File: config.mk
export PLATFORM = sky130hd
export DESIGN_NAME = gsm_spi_master
export DESIGN_NICKNAME = d
export VERILOG_FILES = /design/src/hdl/gsm_pkg.sv /design/src/hdl/gsm_spi_master.sv
export SDC_FILE = /design/constraint.sdc
export NUM_CORES = 1
export LEC_CHECK = 0
export ABC_AREA = 1
export BUFFER_PORTS_ARGS = -buffer_cell sky130_fd_sc_hd__buf_2
export CORE_UTILIZATION = 53
export CTS_CLUSTER_DIAMETER = 50
export DETAILED_ROUTE_END_ITERATION = 12
export GPL_TIMING_DRIVEN = 0
export HOLD_SLACK_MARGIN = 0.12
export PLACE_DENSITY = 0.8
export SYNTH_ARGS = -nofsm -noshare
export SYNTH_HDL_FRONTEND = slang
export SYNTH_SLANG_ARGS = --single-unit
File: constraint.sdc
create_clock -name clk_sys -period 1.92 [get_ports clk_sys]
set_input_delay 0.288 -clock clk_sys [delete_from_list [all_inputs] [get_ports clk_sys]]
set_output_delay 0.288 -clock clk_sys [all_outputs]
set_load 0.01 [all_outputs]
File: src/hdl/gsm_pkg.sv
package gsm_pkg;
	// register byte offsets on the avalon slave
	localparam logic [4:0] OFS_ENABLE = 5'h00;
	localparam logic [4:0] OFS_CONTROL = 5'h04;
	localparam logic [4:0] OFS_STATUS = 5'h08;
	localparam logic [4:0] OFS_TX_DATA = 5'h0c;
	localparam logic [4:0] OFS_RX_DATA = 5'h10;
	localparam logic [4:0] OFS_CLK_CTRL = 5'h14;
	localparam logic [4:0] OFS_CLK_DIV = 5'h18;

	// control register fields
	localparam int CTL_LSB_FIRST = 0;
	localparam int CTL_IN_SEL_LO = 1;
	localparam int CTL_IN_SEL_HI = 2;
	localparam int CTL_BIOEN = 3;
	localparam int CTL_SOFT_RESET = 4;
	localparam int CTL_AUTO_READ = 5;

	// clock control register fields
	localparam int CCK_TX_PHASE = 0;
	localparam int CCK_RX_PHASE = 1;
	localparam int CCK_POLARITY = 2;
	localparam int CCK_SRC_DIV32 = 3;

	// status register fields
	localparam int STS_TX_EMPTY = 0;
	localparam int STS_RX_FULL = 1;
	localparam int STS_BUSY = 2;

	// receive path selection
	localparam logic [1:0] SEL_FULL = 2'h0;
	localparam logic [1:0] SEL_HALF = 2'h1;
	localparam logic [1:0] SEL_DUAL = 2'h2;

	// reset values
	localparam logic [7:0] RST_CONTROL = 8'h00;
	localparam logic [7:0] RST_CLK_CTRL = 8'h00;
	localparam logic [5:0] RST_CLK_DIV = 6'h00;
	localparam logic [7:0] RST_DATA = 8'h00;

	// edges per byte, single line and dual receive
	localparam logic [4:0] EDGES_SINGLE = 5'h10;
	localparam logic [4:0] EDGES_DUAL = 5'h08;

	// engine states
	typedef enum logic [0:0] {
		ST_IDLE = 1'b0,
		ST_SHIFT = 1'b1
	} gsm_state_type;
endpackage

File: src/hdl/gsm_spi_master.sv
// Our own choices: the address map and the Avalon-MM register port.
`timescale 1ns/1ns
// Behaviour
// - master only; generates clock; full, half duplex and dual read modes
// - data moves through 8-bit shift registers, one bit per serial clock period, two in dual receive
// - out pin driven in full duplex, bidirectional in half duplex
// - dual read data phase samples out pin as second input
// - half duplex ignores the dedicated input pin
// - master drives serial clock; data shifted and sampled per phase, polarity
// - serial clock from 6-bit down counter, core clock or div32 strobe
// - register access happens on the bus clock
// - after power reset the block is disabled, control at reset values
// - soft reset bit returns control logic to the power reset state
// - transmit empty and receive full drive interrupt event outputs
// - flash instance drives dma write and read requests from status
// - enabled and awake: normal operation, clock request high
// - disabled or sleeping mid-transfer: request held until idle
// - disabled: clock gated, out and clock pins at inactive levels
// - sleep: finish transfer, park pins, drop clock request
// - msb first or lsb first selectable
// - serial clock polarity selectable
// - transmit phase selects presenting edge
// - programmable serial clock frequency
// - transfers start on transmit data write, or on rx data read with auto read set
// - tx data write clears empty; load into shifter sets it
// - direction output 0 drives from shifter, 1 receives on path two
// - dual receive: even bits from out pin, odd from in pin
module gsm_spi_master #(
	parameter bit FLASH_INSTANCE = 1'b1
) (
	// clock and reset
	input wire logic clk_sys,
	input wire logic nrst,
	// avalon-mm slave
	input wire logic [4:0] avs_address,
	input wire logic avs_read,
	input wire logic avs_write,
	input wire logic [3:0] avs_byteenable,
	input wire logic [31:0] avs_writedata,
	output logic [31:0] avs_readdata,
	output logic avs_waitrequest,
	// power management
	input wire logic sleep_request,
	output logic core_clock_request,
	// serial pins
	output logic serial_clock_pin,
	output logic serial_out_pin,
	output logic out_pin_direction,
	input wire logic receive_path_one,
	input wire logic receive_path_two,
	input wire logic core_div32_strobe,
	// events and dma
	output logic tx_empty_event,
	output logic rx_full_event,
	output logic dma_write_request,
	output logic dma_read_request
);

	gsm_pkg::gsm_state_type state_r;
	logic ack_r;
	logic srst_r;
	logic rst_any;
	logic acc_rd;
	logic acc_wr;
	logic [31:0] rd_val;
	logic enable_r;
	logic [7:0] control_r;
	logic [7:0] clk_ctrl_r;
	logic [5:0] clk_div_r;
	logic [7:0] tx_hold_r;
	logic tx_full_r;
	logic [7:0] rx_data_r;
	logic rx_full_r;
	logic [5:0] div_cnt_r;
	logic [4:0] edge_cnt_r;
	logic sck_r;
	logic out_r;
	logic [7:0] tx_sh_r;
	logic [7:0] rx_sh_r;
	logic run_ok;
	logic busy;
	logic parked;
	logic tick;
	logic edge_ev;
	logic leading;
	logic sample_now;
	logic present_now;
	logic last_edge;
	logic load_now;
	logic lsb_first;
	logic [1:0] in_sel;
	logic bioen;
	logic dual_rx;
	logic drive_out;
	logic rx_bit;
	logic [4:0] n_edges;
	logic [7:0] rx_shift_val;
	logic [7:0] tx_first;

	// field views
	assign lsb_first = control_r[gsm_pkg::CTL_LSB_FIRST];
	assign in_sel = control_r[gsm_pkg::CTL_IN_SEL_HI:gsm_pkg::CTL_IN_SEL_LO];
	assign bioen = control_r[gsm_pkg::CTL_BIOEN];
	assign dual_rx = (in_sel == gsm_pkg::SEL_DUAL) && !bioen;
	assign n_edges = dual_rx ? gsm_pkg::EDGES_DUAL : gsm_pkg::EDGES_SINGLE;

	// bus handshake: one wait cycle per access, single clock domain
	assign avs_waitrequest = (avs_read || avs_write) && !ack_r;
	assign acc_rd = avs_read && ack_r;
	assign acc_wr = avs_write && ack_r && avs_byteenable[0];
	assign rst_any = !nrst || srst_r;

	// wait-state toggle
	always_ff @(posedge clk_sys) begin
		if (!nrst) begin
			ack_r <= 1'b0;
		end else begin
			ack_r <= (avs_read || avs_write) && !ack_r;
		end
	end

	// soft reset pulse, self clearing
	always_ff @(posedge clk_sys) begin
		if (!nrst || srst_r) begin
			srst_r <= 1'b0;
		end else begin
			srst_r <= acc_wr && (avs_address == gsm_pkg::OFS_CONTROL) &&
				avs_writedata[gsm_pkg::CTL_SOFT_RESET];
		end
	end

	// configuration registers
	always_ff @(posedge clk_sys) begin
		if (rst_any) begin
			enable_r <= 1'b0;
			control_r <= gsm_pkg::RST_CONTROL;
			clk_ctrl_r <= gsm_pkg::RST_CLK_CTRL;
			clk_div_r <= gsm_pkg::RST_CLK_DIV;
		end else if (acc_wr) begin
			case (avs_address)
				gsm_pkg::OFS_ENABLE: enable_r <= avs_writedata[0];
				gsm_pkg::OFS_CONTROL: begin
					control_r <= avs_writedata[7:0] &
						~(8'h01 << gsm_pkg::CTL_SOFT_RESET);
				end
				gsm_pkg::OFS_CLK_CTRL: clk_ctrl_r <= avs_writedata[7:0] & 8'h0f;
				gsm_pkg::OFS_CLK_DIV: clk_div_r <= avs_writedata[5:0];
				default: enable_r <= enable_r;
			endcase
		end
	end

	// read mux, unmapped offsets read zero
	always_comb begin
		rd_val = 32'h0000_0000;
		case (avs_address)
			gsm_pkg::OFS_ENABLE: rd_val[0] = enable_r;
			gsm_pkg::OFS_CONTROL: rd_val[7:0] = control_r;
			gsm_pkg::OFS_STATUS: begin
				rd_val[gsm_pkg::STS_TX_EMPTY] = !tx_full_r;
				rd_val[gsm_pkg::STS_RX_FULL] = rx_full_r;
				rd_val[gsm_pkg::STS_BUSY] = busy;
			end
			gsm_pkg::OFS_TX_DATA: rd_val[7:0] = tx_hold_r;
			gsm_pkg::OFS_RX_DATA: rd_val[7:0] = rx_data_r;
			gsm_pkg::OFS_CLK_CTRL: rd_val[7:0] = clk_ctrl_r;
			gsm_pkg::OFS_CLK_DIV: rd_val[5:0] = clk_div_r;
			default: rd_val = 32'h0000_0000;
		endcase
	end

	// registered read data
	always_ff @(posedge clk_sys) begin
		if (rst_any) begin
			avs_readdata <= 32'h0000_0000;
		end else if ((avs_read || avs_write) && !ack_r) begin
			avs_readdata <= rd_val;
		end
	end

	// engine may start a byte only when enabled and awake
	assign run_ok = enable_r && !sleep_request;
	assign busy = (state_r == gsm_pkg::ST_SHIFT) || (tx_full_r && run_ok);
	assign parked = !busy && !run_ok;
	assign core_clock_request = run_ok || (state_r == gsm_pkg::ST_SHIFT);
	assign load_now = tx_full_r && run_ok &&
		((state_r == gsm_pkg::ST_IDLE) || (edge_ev && last_edge));

	// transmit holding register
	always_ff @(posedge clk_sys) begin
		if (rst_any) begin
			tx_hold_r <= gsm_pkg::RST_DATA;
		end else if (acc_wr && avs_address == gsm_pkg::OFS_TX_DATA) begin
			tx_hold_r <= avs_writedata[7:0];
		end
	end

	// transmit empty flag; a refill wins over the load
	always_ff @(posedge clk_sys) begin
		if (rst_any) begin
			tx_full_r <= 1'b0;
		end else if (acc_wr && avs_address == gsm_pkg::OFS_TX_DATA) begin
			tx_full_r <= 1'b1;
		end else if (acc_rd && avs_address == gsm_pkg::OFS_RX_DATA &&
			control_r[gsm_pkg::CTL_AUTO_READ]) begin
			tx_full_r <= 1'b1;
		end else if (load_now) begin
			tx_full_r <= 1'b0;
		end
	end

	// clock divider tick source
	assign tick = clk_ctrl_r[gsm_pkg::CCK_SRC_DIV32] ? core_div32_strobe : 1'b1;
	assign edge_ev = (state_r == gsm_pkg::ST_SHIFT) && tick &&
		(div_cnt_r == 6'h00);
	assign leading = !edge_cnt_r[0];
	assign last_edge = (edge_cnt_r == n_edges - 5'h01);
	assign sample_now = edge_ev &&
		(leading == !clk_ctrl_r[gsm_pkg::CCK_RX_PHASE]);
	assign present_now = edge_ev && !last_edge &&
		(leading == clk_ctrl_r[gsm_pkg::CCK_TX_PHASE]);

	// receive bit source per mode
	always_comb begin
		rx_bit = receive_path_one;
		if (in_sel == gsm_pkg::SEL_HALF) begin
			rx_bit = receive_path_two;
		end
	end

	// receive shift value, one or two bits per sample
	always_comb begin
		rx_shift_val = rx_sh_r;
		if (dual_rx) begin
			if (lsb_first) begin
				rx_shift_val = {receive_path_one, receive_path_two,
					rx_sh_r[7:2]};
			end else begin
				rx_shift_val = {rx_sh_r[5:0], receive_path_one,
					receive_path_two};
			end
		end else if (lsb_first) begin
			rx_shift_val = {rx_bit, rx_sh_r[7:1]};
		end else begin
			rx_shift_val = {rx_sh_r[6:0], rx_bit};
		end
	end

	// with transmit phase 0, first bit leaves the holding register at load
	assign tx_first = lsb_first ? {1'b0, tx_hold_r[7:1]} :
		{tx_hold_r[6:0], 1'b0};

	// engine state
	always_ff @(posedge clk_sys) begin
		if (rst_any) begin
			state_r <= gsm_pkg::ST_IDLE;
		end else begin
			case (state_r)
				gsm_pkg::ST_IDLE: begin
					if (load_now) begin
						state_r <= gsm_pkg::ST_SHIFT;
					end
				end
				gsm_pkg::ST_SHIFT: begin
					if (edge_ev && last_edge && !load_now) begin
						state_r <= gsm_pkg::ST_IDLE;
					end
				end
				default: begin
					state_r <= gsm_pkg::ST_IDLE;
				end
			endcase
		end
	end

	// divider and edge counter
	always_ff @(posedge clk_sys) begin
		if (rst_any) begin
			div_cnt_r <= gsm_pkg::RST_CLK_DIV;
			edge_cnt_r <= 5'h00;
			sck_r <= 1'b0;
		end else if (load_now) begin
			div_cnt_r <= clk_div_r;
			edge_cnt_r <= 5'h00;
			sck_r <= 1'b0;
		end else if (state_r == gsm_pkg::ST_SHIFT && tick) begin
			if (div_cnt_r == 6'h00) begin
				div_cnt_r <= clk_div_r;
				edge_cnt_r <= edge_cnt_r + 5'h01;
				sck_r <= !sck_r;
			end else begin
				div_cnt_r <= div_cnt_r - 6'h01;
			end
		end
	end

	// transmit shifter and output bit
	always_ff @(posedge clk_sys) begin
		if (rst_any) begin
			tx_sh_r <= gsm_pkg::RST_DATA;
			out_r <= 1'b0;
		end else if (load_now) begin
			if (clk_ctrl_r[gsm_pkg::CCK_TX_PHASE]) begin
				tx_sh_r <= tx_hold_r;
			end else begin
				tx_sh_r <= tx_first;
				out_r <= lsb_first ? tx_hold_r[0] : tx_hold_r[7];
			end
		end else if (present_now) begin
			out_r <= lsb_first ? tx_sh_r[0] : tx_sh_r[7];
			tx_sh_r <= lsb_first ? {1'b0, tx_sh_r[7:1]} :
				{tx_sh_r[6:0], 1'b0};
		end
	end

	// receive shifter
	always_ff @(posedge clk_sys) begin
		if (rst_any || load_now) begin
			rx_sh_r <= gsm_pkg::RST_DATA;
		end else if (sample_now) begin
			rx_sh_r <= rx_shift_val;
		end
	end

	// receive data register, loaded at the last edge of the byte
	always_ff @(posedge clk_sys) begin
		if (rst_any) begin
			rx_data_r <= gsm_pkg::RST_DATA;
		end else if (edge_ev && last_edge) begin
			rx_data_r <= sample_now ? rx_shift_val : rx_sh_r;
		end
	end

	// receive full flag; a new byte wins over the read that clears it
	always_ff @(posedge clk_sys) begin
		if (rst_any) begin
			rx_full_r <= 1'b0;
		end else if (edge_ev && last_edge) begin
			rx_full_r <= 1'b1;
		end else if (acc_rd && avs_address == gsm_pkg::OFS_RX_DATA) begin
			rx_full_r <= 1'b0;
		end
	end

	// out pin direction per mode, low while driving
	assign drive_out = (in_sel == gsm_pkg::SEL_FULL) || bioen;

	// pins, parked at inactive levels when idle and disabled or asleep
	always_comb begin
		serial_clock_pin = clk_ctrl_r[gsm_pkg::CCK_POLARITY];
		serial_out_pin = 1'b0;
		out_pin_direction = 1'b0;
		if (!parked) begin
			serial_clock_pin = sck_r ^ clk_ctrl_r[gsm_pkg::CCK_POLARITY];
			serial_out_pin = drive_out ? out_r : 1'b0;
			out_pin_direction = !drive_out;
		end
	end

	// status events and dma requests
	assign tx_empty_event = !tx_full_r;
	assign rx_full_event = rx_full_r;
	assign dma_write_request = FLASH_INSTANCE && !tx_full_r;
	assign dma_read_request = FLASH_INSTANCE && rx_full_r;

endmodule // gsm_spi_master

==> results.md <==
- Initial antenna violation count: 0
- Int Power: around 2400 uW
- Total net switching power: between 800 and 900 uW
- Hold Path Class: input port to register
- HP Start: nrst
- Slowest cell on crit path: dfxtp_1
- Worst Path Buf+Inv: 3
- Async SR Flop Fraction: 0
- Number of flops mapped to enable cells by yosys: 0
- Most frequent cell after synthesis: nand2_1
- Syn. warnings: 0
- Placement Cell Area: approximately 4600 um^2
- First-pass GRT wire length: roughly 18000 um
- Actual slew at the worst max-slew pin: a little under 0.7 ns
- GRT Residual Overflow: 0
- Peak VDD IR: between 0.5 and 0.6 mV
- Final HPWL DP: 8669 um
- RePlAce Congestion: slightly above 0.9
- Worst Clk Skew: 0.005320 ns
- Comb power frac: 0.067
- Multi-input gate area: between 2000 and 2500 um^2
- Post-layout net count: 758
- Critical Path, Cell by Cell: inv_1, ha_2, nand3_4, nor2_4, nand3_4, nand2_4, nand2_2, buf_6, nand2_4, buf_6, nor2_1
- Delay-heaviest family, CP: simple AND/OR/NAND/NOR gates
- Mean Syn Cell Area: 6.707 um^2
- Final critical-path share of the clock period: 0.9654
- Area leader, netlist: dfxtp_1
- Via count: 4372
- H-tree lvl count: 3
- # IOs: 90
- Post-route ant nets: 0
- Cell Area, Synth: roughly 4200 um^2
- Worst path required time: between 2 and 2.5 ns
- # DRC: 0
- Worst setup margin: around 0.066 ns
- R2r setup slk: roughly 0.066 ns
- MaxCap Viol Count: 0
- Largest net degree at the start of global routing: 16
- Post-synth top cells: nand2_1 (127), dfxtp_1 (76), inv_1 (75)
- Top cells by area, synth: dfxtp_1 (36%), nand2_1 (11%), o21ai_0 (8.8%)
- Clk buf depth: 2
- R2r endpoint: rx_sh_r[5]
- Die Y: 91.08 um
- Seq pwr share: 0.493
- # diodes: 0
- Cells after Synth: 627
- Root Buffer: clkbuf_8
- Final core utilization: 0.6419
- Hold path depth: 3
- Netlist cell types: between 40 and 50
- PwrDens: between 600 and 700 nW/um^2
- Ys flop type: dfxtp_1
- Number of port buffers: 38
- Wire per inst: approximately 14 um
- Leakage: between 0.002 and 0.0025 uW
- P&R area growth vs syn: 17.35%
- Skew-Pair Late Insertion Delay: roughly 0.35 ns
- Fmax: 539.5 MHz
- Final Instance Area: around 5000 um^2
- Flops & latches, synth: 76
- Sequential cell area fraction in the yosys report: 0.3618
- Layout fillers: just over 700
- Fin Setup TNS: 0 ns
- Setup-failing EPs final: 0
- Startpoint Class: register
- Core Area: slightly below 8000 um^2
- CTS clock-pin slew for the worst setup and hold paths: roughly 0.090 ns
- Crit path depth: 11
- Worst R2R Start: div_cnt_r[1]
- Worst path max stage delay: about 0.32 ns
- Crit Path Class: register to register
- Number of global-route vias before repair: about 3700
- Number of hold violations in the final report: 0
- Max-slew violations: 0
- Routed Wire Length: about 12000 um
- Total iterations of the first detailed-routing run: 5
- Worst setup EP type: register
- Pre-CTS setup slack: -0.1730 ns
- Post-layout min period: 1.854 ns
- Iteration-0 DRC Markers: 443
- Register area: around 1500 um^2
- FF-to-FF path depth: 11
- Starting Density: 0.5470
- Hold-fix buffers, CTS: 0
- WHS: between 0.15 and 0.2 ns
- TritonCTS clock tree: yes
- Die width: about 91 um
- Clock group share of total power: 0.441
- CP max FO: 10
- Layout cells sized above 1: 0.1730
- Status: finished, final reports clean
- Total CTS buffers: 9
- GRT Total Usage: 0.2811
- Min-Delay Endpoint: ack_r
- CTS Sinks: 76
- Vias per cell: between 5 and 6
- Core Rows: 32
- Die area: 8295 um^2
- Max-slew headroom: 0.5373
- Worst EP arrival: approximately 2.1 ns
- Switching part of the total: 0.2492
- Synth top area share: 0.3618
## how the worst max path moves through the flow
stage,startpoint,endpoint,slack (ns)
after CTS,div_cnt_r[0],rx_sh_r[5],-0.01
after floorplan,edge_cnt_r[0],rx_sh_r[1],0.17
after global routing,edge_cnt_r[0],rx_sh_r[5],-0.02
after global placement,edge_cnt_r[0],rx_sh_r[5],-0.15
after detailed placement,edge_cnt_r[0],rx_sh_r[5],-0.17
final,div_cnt_r[1],rx_sh_r[5],0.07
## cells in the final DEF, fill, tap and decap left out, types with 3 or more instances in the layout
master and count:
o21ai_2 3, inv_1 74, xnor2_1 3, inv_6 3
nand4_1 3, dfxtp_1 75, conb_1 24, o211ai_1 5
nor3_1 4, a211oi_1 3, nor2_2 3, clkbuf_8 9
xor2_1 4, a21oi_1 54, clkbuf_1 10, buf_4 34
buf_2 45, nor2_1 62, a31oi_1 5, nand2_2 3
nand2_1 127, nand3_1 44, o21ai_0 74
## layout make-up
cell class,count,share of cell area
Sequential cell,76,0.3086
Inverter,78,0.06034
Timing Repair Buffer,46,0.05325
Multi-Input combinational cell,448,0.4440
Buffer,47,0.06136
Clock inverter,7,0.02155
Tap cell,102,0.02586
Clock buffer,9,0.02510
## worst register-to-register path: stages (launching register included)
cell     delay, ns
dfxtp_1       0.32
inv_1         0.09
ha_2          0.21
nand3_4       0.11
nor2_4        0.16
nand3_4       0.14
nand2_4       0.14
nand2_2       0.07
buf_6         0.16
nand2_4       0.12
buf_6         0.16
nor2_1        0.06
## power by group through the flow
stage               registers [uW]  logic (uW)  clock network [uW]
global placement              1630         206                   0
floorplan                     1630         133                   0
global route                  1590         232                1510
detailed placement            1630         208                   0
finish                        1590         215                1420
CTS                           1590         210                1430
## cell families after synthesis
kind of cell               after synthesis  share of synthesized area
adders and majority gates                3                   0.008927
other                                    1                  0.0008917
and+or+nand+nor                        259                     0.2687
DFF                                     76                     0.3618
buffers and inverters                  126                     0.1434
muxes                                    2                   0.004761
AOI/OAI and AO/OA                      153                     0.1970
xor gates and xnor gates                 7                    0.01458
## stage by stage
stage | instances | total power (uW)
2_1_floorplan | 650 | 1762
3_3_place_gp | 790 | 1832
3_5_place_dp | 790 | 1834
4_1_cts | 807 | 3234
5_1_grt | 813 | 3332
6_report | 813 | 3225
## per-layer routing
metal | wire length [um] | track usage | vias up
li1 | - | - | 2147
met1 | 5178 | 0.3893 | 1975
met2 | 5245 | 0.4463 | 224
met3 | 938 | 0.03266 | 26
met4 | 255 | 0.1098 | 0
met5 | 0 | 0 | -
## timing repair
| item | in CTS | in global routing |
|---|---|---|
| pin swaps | 1 | 3 |
| setup buffers | 1 | 7 |
| endpoints found under the setup margin | 37 | 25 |
| hold endpoints to repair | 0 | 0 |
| gates resized for setup | 4 | 5 |
## state kept, by name, summed over array words and instances (netlist names), 4 cells and up
register / cells
clk_ctrl_r: 4
rx_data_r: 8
avs_readdata: 8
tx_sh_r: 8
tx_hold_r: 8
edge_cnt_r: 5
clk_div_r: 6
div_cnt_r: 6
rx_sh_r: 8
control_r: 7
Power figures use the tool's default switching activity.
